**config.mk**
```make
export PLATFORM = sky130hd
export DESIGN_NAME = lnac_name_tmo_ctl
export DESIGN_NICKNAME = d
export VERILOG_FILES = /design/src/rtl/lnac_pkg.sv /design/src/rtl/lnac_accept_timer.sv /design/src/rtl/lnac_evt_irq.sv /design/src/rtl/lnac_name_tmo_ctl.sv
export SDC_FILE = /design/constraint.sdc
export NUM_CORES = 2
export LEC_CHECK = 0
export ABC_AREA = 0
export BUFFER_PORTS_ARGS = -buffer_cell sky130_fd_sc_hd__buf_2
export CAP_MARGIN = 20
export CORE_UTILIZATION = 25
export DETAILED_ROUTE_END_ITERATION = 7
export RECOVER_POWER = 25
export SLEW_MARGIN = 0
export SYNTH_ARGS = -nofsm -noshare
export SYNTH_HDL_FRONTEND = slang
export SYNTH_SLANG_ARGS = --single-unit
```
**constraint.sdc**
```tcl
create_clock -name clock -period 4.22 [get_ports clock]
set_input_delay 0.633 -clock clock [delete_from_list [all_inputs] [get_ports clock]]
set_output_delay 0.633 -clock clock [all_outputs]
set_load 0.005 [all_outputs]
```
**src/rtl/lnac_pkg.sv**
```systemverilog
// lnac_pkg: constants and types of the local name and accept timeout command block
// Overview of operation
// - a completed key delete returns a two-byte count of the keys really removed.
// - every completed command raises a command-complete event; the mask gates only the interrupt.
// - set name, code 0x013, carries one utf-8 name in a fixed 248-byte field.
// - name bytes travel first character first, not low byte first.
// - after reset the stored name is empty, only the terminating zero byte.
// - every command returns one status byte, zero for success, else an error code.
// - read name, code 0x014, takes nothing and returns status and the stored name.
// - read timeout, code 0x015, returns status and the two-byte accept timeout.
// - write timeout, code 0x016, stores its two-byte value and answers with status.
// - the accept timeout counts baseband slots of 0.625 ms each.
// - legal timeout values run from 0x0001 to 0xb540 slots.
// - after reset the accept timeout holds 0x1fa0 slots, 5.06 seconds.
// - an incoming request not accepted when the timeout runs out is rejected.
package lnac_pkg;
   // -------------------------------------------------------------
   // timing
   // -------------------------------------------------------------
   localparam int unsigned CLK_PERIOD_NS = 100;
   localparam int unsigned SLOT_NS       = 625000;
   localparam int unsigned SLOT_CYC      = (SLOT_NS + CLK_PERIOD_NS - 1) / CLK_PERIOD_NS;
   // -------------------------------------------------------------
   // commands, status codes and limits
   // -------------------------------------------------------------
   localparam logic [9:0]  OPC_DEL_KEY  = 10'h012;
   localparam logic [9:0]  OPC_SET_NAME = 10'h013;
   localparam logic [9:0]  OPC_GET_NAME = 10'h014;
   localparam logic [9:0]  OPC_GET_TMO  = 10'h015;
   localparam logic [9:0]  OPC_SET_TMO  = 10'h016;
   localparam logic [7:0]  ST_OK        = 8'h00;
   localparam logic [7:0]  ST_UNKNOWN   = 8'h01;
   localparam logic [7:0]  ST_BAD_PARAM = 8'h12;
   localparam logic [7:0]  DEL_ALL_MAX  = 8'h01;
   localparam logic [15:0] TMO_MIN      = 16'h0001;
   localparam logic [15:0] TMO_MAX      = 16'hb540;
   localparam logic [15:0] TMO_RST      = 16'h1fa0;
   localparam int unsigned NAME_LEN     = 248;
   localparam logic [7:0]  NAME_LAST    = 8'hf7;
   // -------------------------------------------------------------
   // register offsets, fields and reset values
   // -------------------------------------------------------------
   localparam logic [7:0]  REG_CMD       = 8'h00;
   localparam logic [7:0]  REG_PARAM     = 8'h04;
   localparam logic [7:0]  REG_RESULT    = 8'h08;
   localparam logic [7:0]  REG_NAME_IDX  = 8'h0c;
   localparam logic [7:0]  REG_NAME_DATA = 8'h10;
   localparam logic [7:0]  REG_TMO       = 8'h14;
   localparam logic [7:0]  REG_EVT_STAT  = 8'h18;
   localparam logic [7:0]  REG_EVT_MASK  = 8'h1c;
   localparam int unsigned RES_VAL_LSB   = 16;
   localparam int unsigned RES_BUSY_BIT  = 8;
   localparam int unsigned RES_PEND_BIT  = 9;
   localparam int unsigned EVT_DONE_BIT  = 0;
   localparam int unsigned EVT_REJ_BIT   = 1;
   localparam logic [1:0]  EVT_MASK_RST  = 2'h3;
   // -------------------------------------------------------------
   // carriers and state
   // -------------------------------------------------------------
   typedef struct packed {
      logic        read;
      logic        write;
      logic [7:0]  address;
      logic [31:0] writedata;
   } lnac_av_req_t;
   typedef struct packed {
      logic [31:0] readdata;
      logic        waitrequest;
   } lnac_av_rsp_t;
   typedef struct packed {
      logic req;
      logic all;
   } lnac_key_req_t;
   typedef struct packed {
      logic        done;
      logic [15:0] count;
   } lnac_key_rsp_t;
   typedef enum logic [1:0] {
      CS_IDLE = 2'b00,
      CS_EXEC = 2'b01,
      CS_WAIT = 2'b11,
      CS_DONE = 2'b10
   } lnac_cmd_st_t;
endpackage : lnac_pkg

```
**src/rtl/lnac_accept_timer.sv**
```systemverilog
// lnac_accept_timer: slot counter that rejects an unanswered incoming request
`timescale 1ns/1ps
`default_nettype none
module lnac_accept_timer #(
   parameter int unsigned SLOT_CYCLES = lnac_pkg::SLOT_CYC
) (
   input  wire logic        clock,
   input  wire logic        rst,
   input  wire logic        conn_req,
   input  wire logic        conn_accept,
   input  wire logic [15:0] limit,
   output wire logic        conn_reject,
   output wire logic        pending
);
   localparam logic [12:0] CYC_LAST = 13'(SLOT_CYCLES - 1);
   typedef struct packed {
      logic [12:0] cyc;
      logic [15:0] slots;
      logic [15:0] limit;
      logic        busy;
      logic        reject;
   } lnac_tmr_st_t;
   lnac_tmr_st_t s_q, s_d;
   // slot count runs from the request; a new request restarts it
   always_comb begin
      s_d = s_q;
      s_d.reject = 1'b0;
      if (s_q.busy) begin
         s_d.cyc = s_q.cyc + 13'h0001;
         if (s_q.cyc == CYC_LAST) begin
            s_d.cyc = '0;
            s_d.slots = s_q.slots + 16'h0001;
            if (s_d.slots == s_q.limit) begin
               s_d.busy = 1'b0;
               s_d.reject = 1'b1;
            end
         end
      end
      if (conn_accept) begin
         s_d.busy = 1'b0;
         s_d.reject = 1'b0;
      end
      if (conn_req) begin
         s_d = '0;
         s_d.busy = 1'b1;
         s_d.limit = limit;
      end
   end
   always_ff @(posedge clock) begin
      if (rst) s_q <= '0;
      else s_q <= s_d;
   end
   assign conn_reject = s_q.reject;
   assign pending     = s_q.busy;
endmodule : lnac_accept_timer
`default_nettype wire

```
**src/rtl/lnac_evt_irq.sv**
```systemverilog
// lnac_evt_irq: sticky event status, mask and level interrupt
`timescale 1ns/1ps
`default_nettype none
module lnac_evt_irq (
   input  wire logic       clock,
   input  wire logic       rst,
   input  wire logic [1:0] evt_set,
   input  wire logic       stat_clr_we,
   input  wire logic       mask_we,
   input  wire logic [1:0] wdata,
   output wire logic [1:0] stat,
   output wire logic [1:0] mask,
   output wire logic       irq
);
   typedef struct packed {
      logic [1:0] stat;
      logic [1:0] mask;
      logic       irq;
   } lnac_evt_st_t;
   lnac_evt_st_t s_q, s_d;
   // write one clears; a set in the same cycle wins
   always_comb begin
      s_d = s_q;
      s_d.stat = (s_q.stat & ~(stat_clr_we ? wdata : 2'h0)) | evt_set;
      if (mask_we) s_d.mask = wdata;
      s_d.irq = |(s_d.stat & s_d.mask);
   end
   always_ff @(posedge clock) begin
      if (rst) begin
         s_q <= '0;
         s_q.mask <= lnac_pkg::EVT_MASK_RST;
      end else begin
         s_q <= s_d;
      end
   end
   assign stat = s_q.stat;
   assign mask = s_q.mask;
   assign irq  = s_q.irq;
endmodule : lnac_evt_irq
`default_nettype wire

```
**src/rtl/lnac_name_tmo_ctl.sv**
```systemverilog
// lnac_name_tmo_ctl: command interpreter for name, key delete and accept timeout
`timescale 1ns/1ps
`default_nettype none
module lnac_name_tmo_ctl #(
   parameter int unsigned SLOT_CYCLES = lnac_pkg::SLOT_CYC
) (
   input  wire logic                    clock,
   input  wire logic                    rst,
   input  wire lnac_pkg::lnac_av_req_t  av_req,
   output wire lnac_pkg::lnac_av_rsp_t  av_rsp,
   input  wire logic                    conn_req,
   input  wire logic                    conn_accept,
   output wire logic                    conn_reject,
   output wire lnac_pkg::lnac_key_req_t key_req,
   input  wire lnac_pkg::lnac_key_rsp_t key_rsp,
   output wire logic                    irq
);
   // -------------------------------------------------------------
   // state
   // -------------------------------------------------------------
   typedef struct packed {
      lnac_pkg::lnac_cmd_st_t  st;
      logic                    ack;
      logic                    waitreq;
      logic [31:0]             rdata;
      logic [9:0]              opc;
      logic [15:0]             param;
      logic [7:0]              status;
      logic [15:0]             rval;
      logic [15:0]             tmo;
      logic [7:0]              idx;
      logic                    bank;
      logic                    empty;
      lnac_pkg::lnac_key_req_t key;
      logic                    done;
   } lnac_top_st_t;

   lnac_top_st_t s_q, s_d;

   logic        req;
   logic        acc_wr;
   logic        acc_rd;
   logic        name_step;
   logic        name_we;
   logic [7:0]  name_byte;
   logic [31:0] rd_word;
   logic [1:0]  evt_set;
   logic [1:0]  evt_stat;
   logic [1:0]  evt_mask;
   logic        evt_clr_we;
   logic        evt_mask_we;
   logic        tmr_reject;
   logic        tmr_pending;

   // two name banks: one is stored, the other fills from the bus
   logic [7:0]  name_mem [2][lnac_pkg::NAME_LEN];

   // -------------------------------------------------------------
   // helpers
   // -------------------------------------------------------------
   // address decode shared by reads, writes and side effects
   function automatic logic hit(
      input logic [7:0] addr,
      input logic [7:0] off
   );
      hit = (addr == off);
   endfunction : hit

   // accept timeout range check
   function automatic logic tmo_ok(input logic [15:0] v);
      tmo_ok = (v >= lnac_pkg::TMO_MIN) && (v <= lnac_pkg::TMO_MAX);
   endfunction : tmo_ok

   // -------------------------------------------------------------
   // bus strobes
   // -------------------------------------------------------------
   // the request is acted on at the edge where waitrequest is seen low
   assign req       = av_req.read | av_req.write;
   assign acc_wr    = s_q.ack & av_req.write;
   assign acc_rd    = s_q.ack & av_req.read;
   assign name_step = s_q.ack & hit(av_req.address, lnac_pkg::REG_NAME_DATA)
                      & (s_q.idx <= lnac_pkg::NAME_LAST);
   assign name_we   = name_step & av_req.write;
   assign evt_clr_we  = acc_wr & hit(av_req.address, lnac_pkg::REG_EVT_STAT);
   assign evt_mask_we = acc_wr & hit(av_req.address, lnac_pkg::REG_EVT_MASK);

   // stored name byte, zero while the name is still the reset default
   always_comb begin
      name_byte = 8'h00;
      if (!s_q.empty && s_q.idx <= lnac_pkg::NAME_LAST) begin
         name_byte = name_mem[s_q.bank][s_q.idx];
      end
   end

   // event sources: command completion and automatic reject
   always_comb begin
      evt_set = 2'h0;
      evt_set[lnac_pkg::EVT_DONE_BIT] = s_q.done;
      evt_set[lnac_pkg::EVT_REJ_BIT]  = tmr_reject;
   end

   // -------------------------------------------------------------
   // read multiplexer
   // -------------------------------------------------------------
   always_comb begin
      rd_word = 32'h0000_0000;
      case (av_req.address)
         lnac_pkg::REG_CMD: begin
            rd_word[9:0] = s_q.opc;
         end
         lnac_pkg::REG_PARAM: begin
            rd_word[15:0] = s_q.param;
         end
         lnac_pkg::REG_RESULT: begin
            rd_word[7:0] = s_q.status;
            rd_word[lnac_pkg::RES_BUSY_BIT] = (s_q.st != lnac_pkg::CS_IDLE);
            rd_word[lnac_pkg::RES_PEND_BIT] = tmr_pending;
            rd_word[lnac_pkg::RES_VAL_LSB +: 16] = s_q.rval;
         end
         lnac_pkg::REG_NAME_IDX: begin
            rd_word[7:0] = s_q.idx;
         end
         lnac_pkg::REG_NAME_DATA: begin
            rd_word[7:0] = name_byte;
         end
         lnac_pkg::REG_TMO: begin
            rd_word[15:0] = s_q.tmo;
         end
         lnac_pkg::REG_EVT_STAT: begin
            rd_word[1:0] = evt_stat;
         end
         lnac_pkg::REG_EVT_MASK: begin
            rd_word[1:0] = evt_mask;
         end
         default: begin
            rd_word = 32'h0000_0000;
         end
      endcase
   end

   // -------------------------------------------------------------
   // next state: bus slave, then command sequencer
   // -------------------------------------------------------------
   always_comb begin
      s_d = s_q;
      s_d.done = 1'b0;
      s_d.key.req = 1'b0;
      // one wait cycle, then a single-cycle answer
      s_d.ack = req & ~s_q.ack;
      s_d.waitreq = ~s_d.ack;
      if (s_d.ack && av_req.read) s_d.rdata = rd_word;
      // plain register writes
      if (acc_wr && hit(av_req.address, lnac_pkg::REG_PARAM)) begin
         s_d.param = av_req.writedata[15:0];
      end
      if (acc_wr && hit(av_req.address, lnac_pkg::REG_NAME_IDX)) begin
         s_d.idx = av_req.writedata[7:0];
      end
      // name bytes go first character first at rising index
      if (name_step) s_d.idx = s_q.idx + 8'h01;
      case (s_q.st)
         lnac_pkg::CS_IDLE: begin
            if (acc_wr && hit(av_req.address, lnac_pkg::REG_CMD)) begin
               s_d.opc = av_req.writedata[9:0];
               s_d.st  = lnac_pkg::CS_EXEC;
            end
         end
         lnac_pkg::CS_EXEC: begin
            s_d.status = lnac_pkg::ST_OK;
            s_d.rval   = 16'h0000;
            s_d.st     = lnac_pkg::CS_DONE;
            case (s_q.opc)
               lnac_pkg::OPC_DEL_KEY: begin
                  if (s_q.param[7:0] > lnac_pkg::DEL_ALL_MAX) begin
                     s_d.status = lnac_pkg::ST_BAD_PARAM;
                  end else begin
                     s_d.key.req = 1'b1;
                     s_d.key.all = s_q.param[0];
                     s_d.st = lnac_pkg::CS_WAIT;
                  end
               end
               lnac_pkg::OPC_SET_NAME: begin
                  s_d.bank  = ~s_q.bank;
                  s_d.empty = 1'b0;
               end
               lnac_pkg::OPC_GET_NAME: begin
                  s_d.idx = 8'h00;
               end
               lnac_pkg::OPC_GET_TMO: begin
                  s_d.rval = s_q.tmo;
               end
               lnac_pkg::OPC_SET_TMO: begin
                  if (tmo_ok(s_q.param)) begin
                     s_d.tmo = s_q.param;
                  end else begin
                     s_d.status = lnac_pkg::ST_BAD_PARAM;
                  end
               end
               default: begin
                  s_d.status = lnac_pkg::ST_UNKNOWN;
               end
            endcase
         end
         lnac_pkg::CS_WAIT: begin
            if (key_rsp.done) begin
               s_d.rval = key_rsp.count;
               s_d.st   = lnac_pkg::CS_DONE;
            end
         end
         lnac_pkg::CS_DONE: begin
            s_d.done = 1'b1;
            s_d.st   = lnac_pkg::CS_IDLE;
         end
         default: begin
            s_d.st = lnac_pkg::CS_IDLE;
         end
      endcase
   end

   // state register
   always_ff @(posedge clock) begin
      if (rst) begin
         s_q <= '0;
         s_q.waitreq <= 1'b1;
         s_q.tmo <= lnac_pkg::TMO_RST;
         s_q.empty <= 1'b1;
      end else begin
         s_q <= s_d;
      end
   end

   // staging bank fills while the other bank stays readable
   always_ff @(posedge clock) begin
      if (name_we) name_mem[~s_q.bank][s_q.idx] <= av_req.writedata[7:0];
   end

   // -------------------------------------------------------------
   // sub-blocks
   // -------------------------------------------------------------
   lnac_accept_timer #(
      .SLOT_CYCLES (SLOT_CYCLES)
   ) u_timer (
      .clock       (clock),
      .rst         (rst),
      .conn_req    (conn_req),
      .conn_accept (conn_accept),
      .limit       (s_q.tmo),
      .conn_reject (tmr_reject),
      .pending     (tmr_pending)
   );

   lnac_evt_irq u_evt (
      .clock       (clock),
      .rst         (rst),
      .evt_set     (evt_set),
      .stat_clr_we (evt_clr_we),
      .mask_we     (evt_mask_we),
      .wdata       (av_req.writedata[1:0]),
      .stat        (evt_stat),
      .mask        (evt_mask),
      .irq         (irq)
   );

   // outputs straight from flops
   assign av_rsp.readdata    = s_q.rdata;
   assign av_rsp.waitrequest = s_q.waitreq;
   assign key_req            = s_q.key;
   assign conn_reject        = tmr_reject;
endmodule : lnac_name_tmo_ctl
`default_nettype wire

```
==> impl_metrics.yaml <==
timing:
  setup_viol: 0
  fmax_mhz: 258
  finalCritPeriodShare_pct: 91.9
  relSlewSlack_pct: -184
  fin_hold_ws_ps: 85.4
  finalWorstSetupSlack_ps: 343
  finalCriticalPeriod_ps: 3880
  final-hold-violation-count: 0
  tightest_slew_ps: 4260
  skew_ps: 85.1
  setup_tns_ps: 0
  slew_violations: 1969
  rsz0062_at_grt: "no"
yosys:
  yosys.area_share.adder_pct: 0.0548
  synth-edff-count: 3968
  synth_cell_type_count: 85
  synth_mux_area_share_pct: 14.4
  synthXorXnorAreaFrac_pct: 0.285
  synth-simple-area-share_pct: 3.24
  ys_seq_area_share_pct: 76.5
  synthFlopType: "edfxtp_1"
  yosys_warnings: 0
  synth_commonest_cells: "edfxtp_1, mux4_2, nor2_1, a22oi_1, clkbuf_1"
  synth_top_family_by_area: "multiplexers"
  syn_area_mm2: 0.160
  synth.top_cell.area_share_pct: 74.5
  synthCells: 7841
  synth-seq-cells: 4130
  synth.largest_area_cell: "edfxtp_1"
  synth_nets: 7911
  synthArstFlopShare_pct: 0
  synth.most_common_cell: "edfxtp_1"
  synth_compound_area_share_pct: 3.63
  synth.area.top_cells: "edfxtp_1, mux4_2, dfxtp_1"
  syn_avg_cell_area_um2: 20.4
critical_path:
  endpoint_kind: "flip-flop"
  r2r_end: "av_rsp[5]"
  cp.required_ps: 4620
  startpoint_type: "input pin"
  cp-endpoint: "name_mem[1][374]"
  worst-path-stages: 2
  crit_slowest_cell: "clkbuf_2"
  critPathLaunch: "av_req[6]"
  cp_num_buf_inv: 2
  reg2reg_depth: 11
  critPathTopFamily: "buffers and inverters"
  arrival_ps: 4280
  reg2reg_slack_ps: 390
  critPathKind: "input pin to flip-flop"
  crit_fanout: 107
  critical_path.max_stage_delay_ps: 1770
  crit_path_frequent_cell: "clkbuf_2"
  cp_cell_sequence: "clkbuf_2 > clkbuf_2"
clocking:
  clk_pin_slew_ps: 60
  clk_latency_ps: 960
  cts-root-buf: "clkbuf_16"
  clock_path_buffers: 4
  cts_setup_buffers: 0
  cts.sinks: 4130
  cts_tree: "done"
  cts_hold_buffers: 12
  ctsResizeCount: 0
  cts-htree-levels: 5
  cts_made_buffers: 425
drt:
  routedWlPerCell_um: 24.6
  drc: 0
  vias_per_cell: 4.71
  wl_mm: 433
  first_pass_iters: 5
  num_vias: 82951
  ant_nets: 0
  drt-initial-drc-count: 10238
global_routing:
  grt_usage_pct: 12.9
  grt.overflow.total: 0
  grt_pass1_wl_mm: 614
  grt_pass1_vias: 82389
  grt_max_degree: 131
  antenna_found_initial: 36
die:
  die_area_mm2: 0.643
  core_area_mm2: 0.637
  die_y_um: 802
  ioPinCount: 100
  row_count: 293
  die_x_um: 802
  start_util_pct: 25.1
layout:
  fin_area_mm2: 0.191
  drive_gt1_share_pct: 29.2
  final_cell_count_no_fill: 17595
  area_growth_pct: 19.1
  post-route-util_pct: 29.9
  final_nets: 8902
place:
  place.gp.congestion: 0.820
  dp_hpwl_mm: 274
  pre_cts_ws_ps: 162
  dpl_cell_area_mm2: 0.177
  numPortBuffers: 83
  place_inst: 16798
pwr:
  ir_worst_vdd_mv: 0.413
  p_total_mw: 82.5
  p_leak_nw: 58.0
  powerDensity_mw_per_mm2: 433
hold_path:
  hold_path.class: "input pin to flip-flop"
run_status:
  status: "finished, violations left"
  violations: "max-capacitance violations, max-slew violations"
run:
  maxCapViolations: 25
## cells by family (layout without fill, tap and decap cells)
logic type,after synthesis,after routing
XOR/XNOR,52,52
AO/OA/AOI/OAI,792,792
adder cells (fa/ha/maj),7,7
buffers and inverters,546,1882
other,0,11
flip-flops,4130,4130
multiplexers,1133,1133
AND/OR/NAND/NOR,1181,1181
## power by group
| part | leakage, nW | internal [mW] | switching [mW] | total [mW] |
|---|---|---|---|---|
| Sequential | 37.0 | 44.9 | 0.0123 | 44.9 |
| Combinational | 14.5 | 0.130 | 0.817 | 0.946 |
| Clock | 6.60 | 20.8 | 15.8 | 36.6 |
## state kept, by name, summed over array words and instances (netlist names), named ones only
register and flops:
name_mem 3968, s_q 73, u_timer.s_q 45, av_rsp 33, key_req 2, u_evt.mask 2
u_evt.stat 2, evt_set 1, u_evt.irq 1, u_timer.conn_reject 1, u_timer.pending 1
## placed cells by master (no fill, tap or decap), types with 74 or more instances in the layout
master and count:
a21oi_1 111, a221oi_1 91, a22oi_1 305, buf_12 99
buf_2 74, buf_4 876, clkbuf_1 90, clkbuf_16 432
clkinv_1 105, clkinv_2 80, dfxtp_1 156, edfxtp_1 3968
mux2i_1 187, mux4_2 933, nand2_1 220, nand3_1 80
nor2_1 642
## final cells by class
| class | count | area, um2 |
|---|---|---|
| timing repair buffer | 1096 | 9220 |
| sequential | 4130 | 122000 |
| clock buffer | 513 | 11200 |
| clock inverter | 259 | 2370 |
| antenna | 11 | 27.5 |
| tap | 8407 | 10500 |
| inverter | 14 | 57.6 |
| fill | 61369 | 446000 |
| multi-input combinational | 3165 | 34800 |
## worst min-delay path by stage
stage / startpoint / cells after the start / endpoint / slack (ps)
2_1_floorplan: evt_set[0] / 2 / u_evt.stat[0] / 420
3_3_place_gp: av_rsp[22] / 2 / av_rsp[22] / 450
3_5_place_dp: av_rsp[31] / 2 / av_rsp[31] / 450
4_1_cts: key_rsp[11] / 3 / s_q[40] / 7
5_1_grt: key_rsp[6] / 3 / s_q[35] / 70
6_report: key_rsp[6] / 3 / s_q[35] / 90
## metal layers
metal	global-route usage, %	vias up	wire, um
li1	-	34534	-
met1	18.0	44169	180000
met2	20.6	3619	202000
met3	2.56	623	38800
met4	3.65	6	12600
met5	0	-	38
Power figures use the tool's default switching activity.
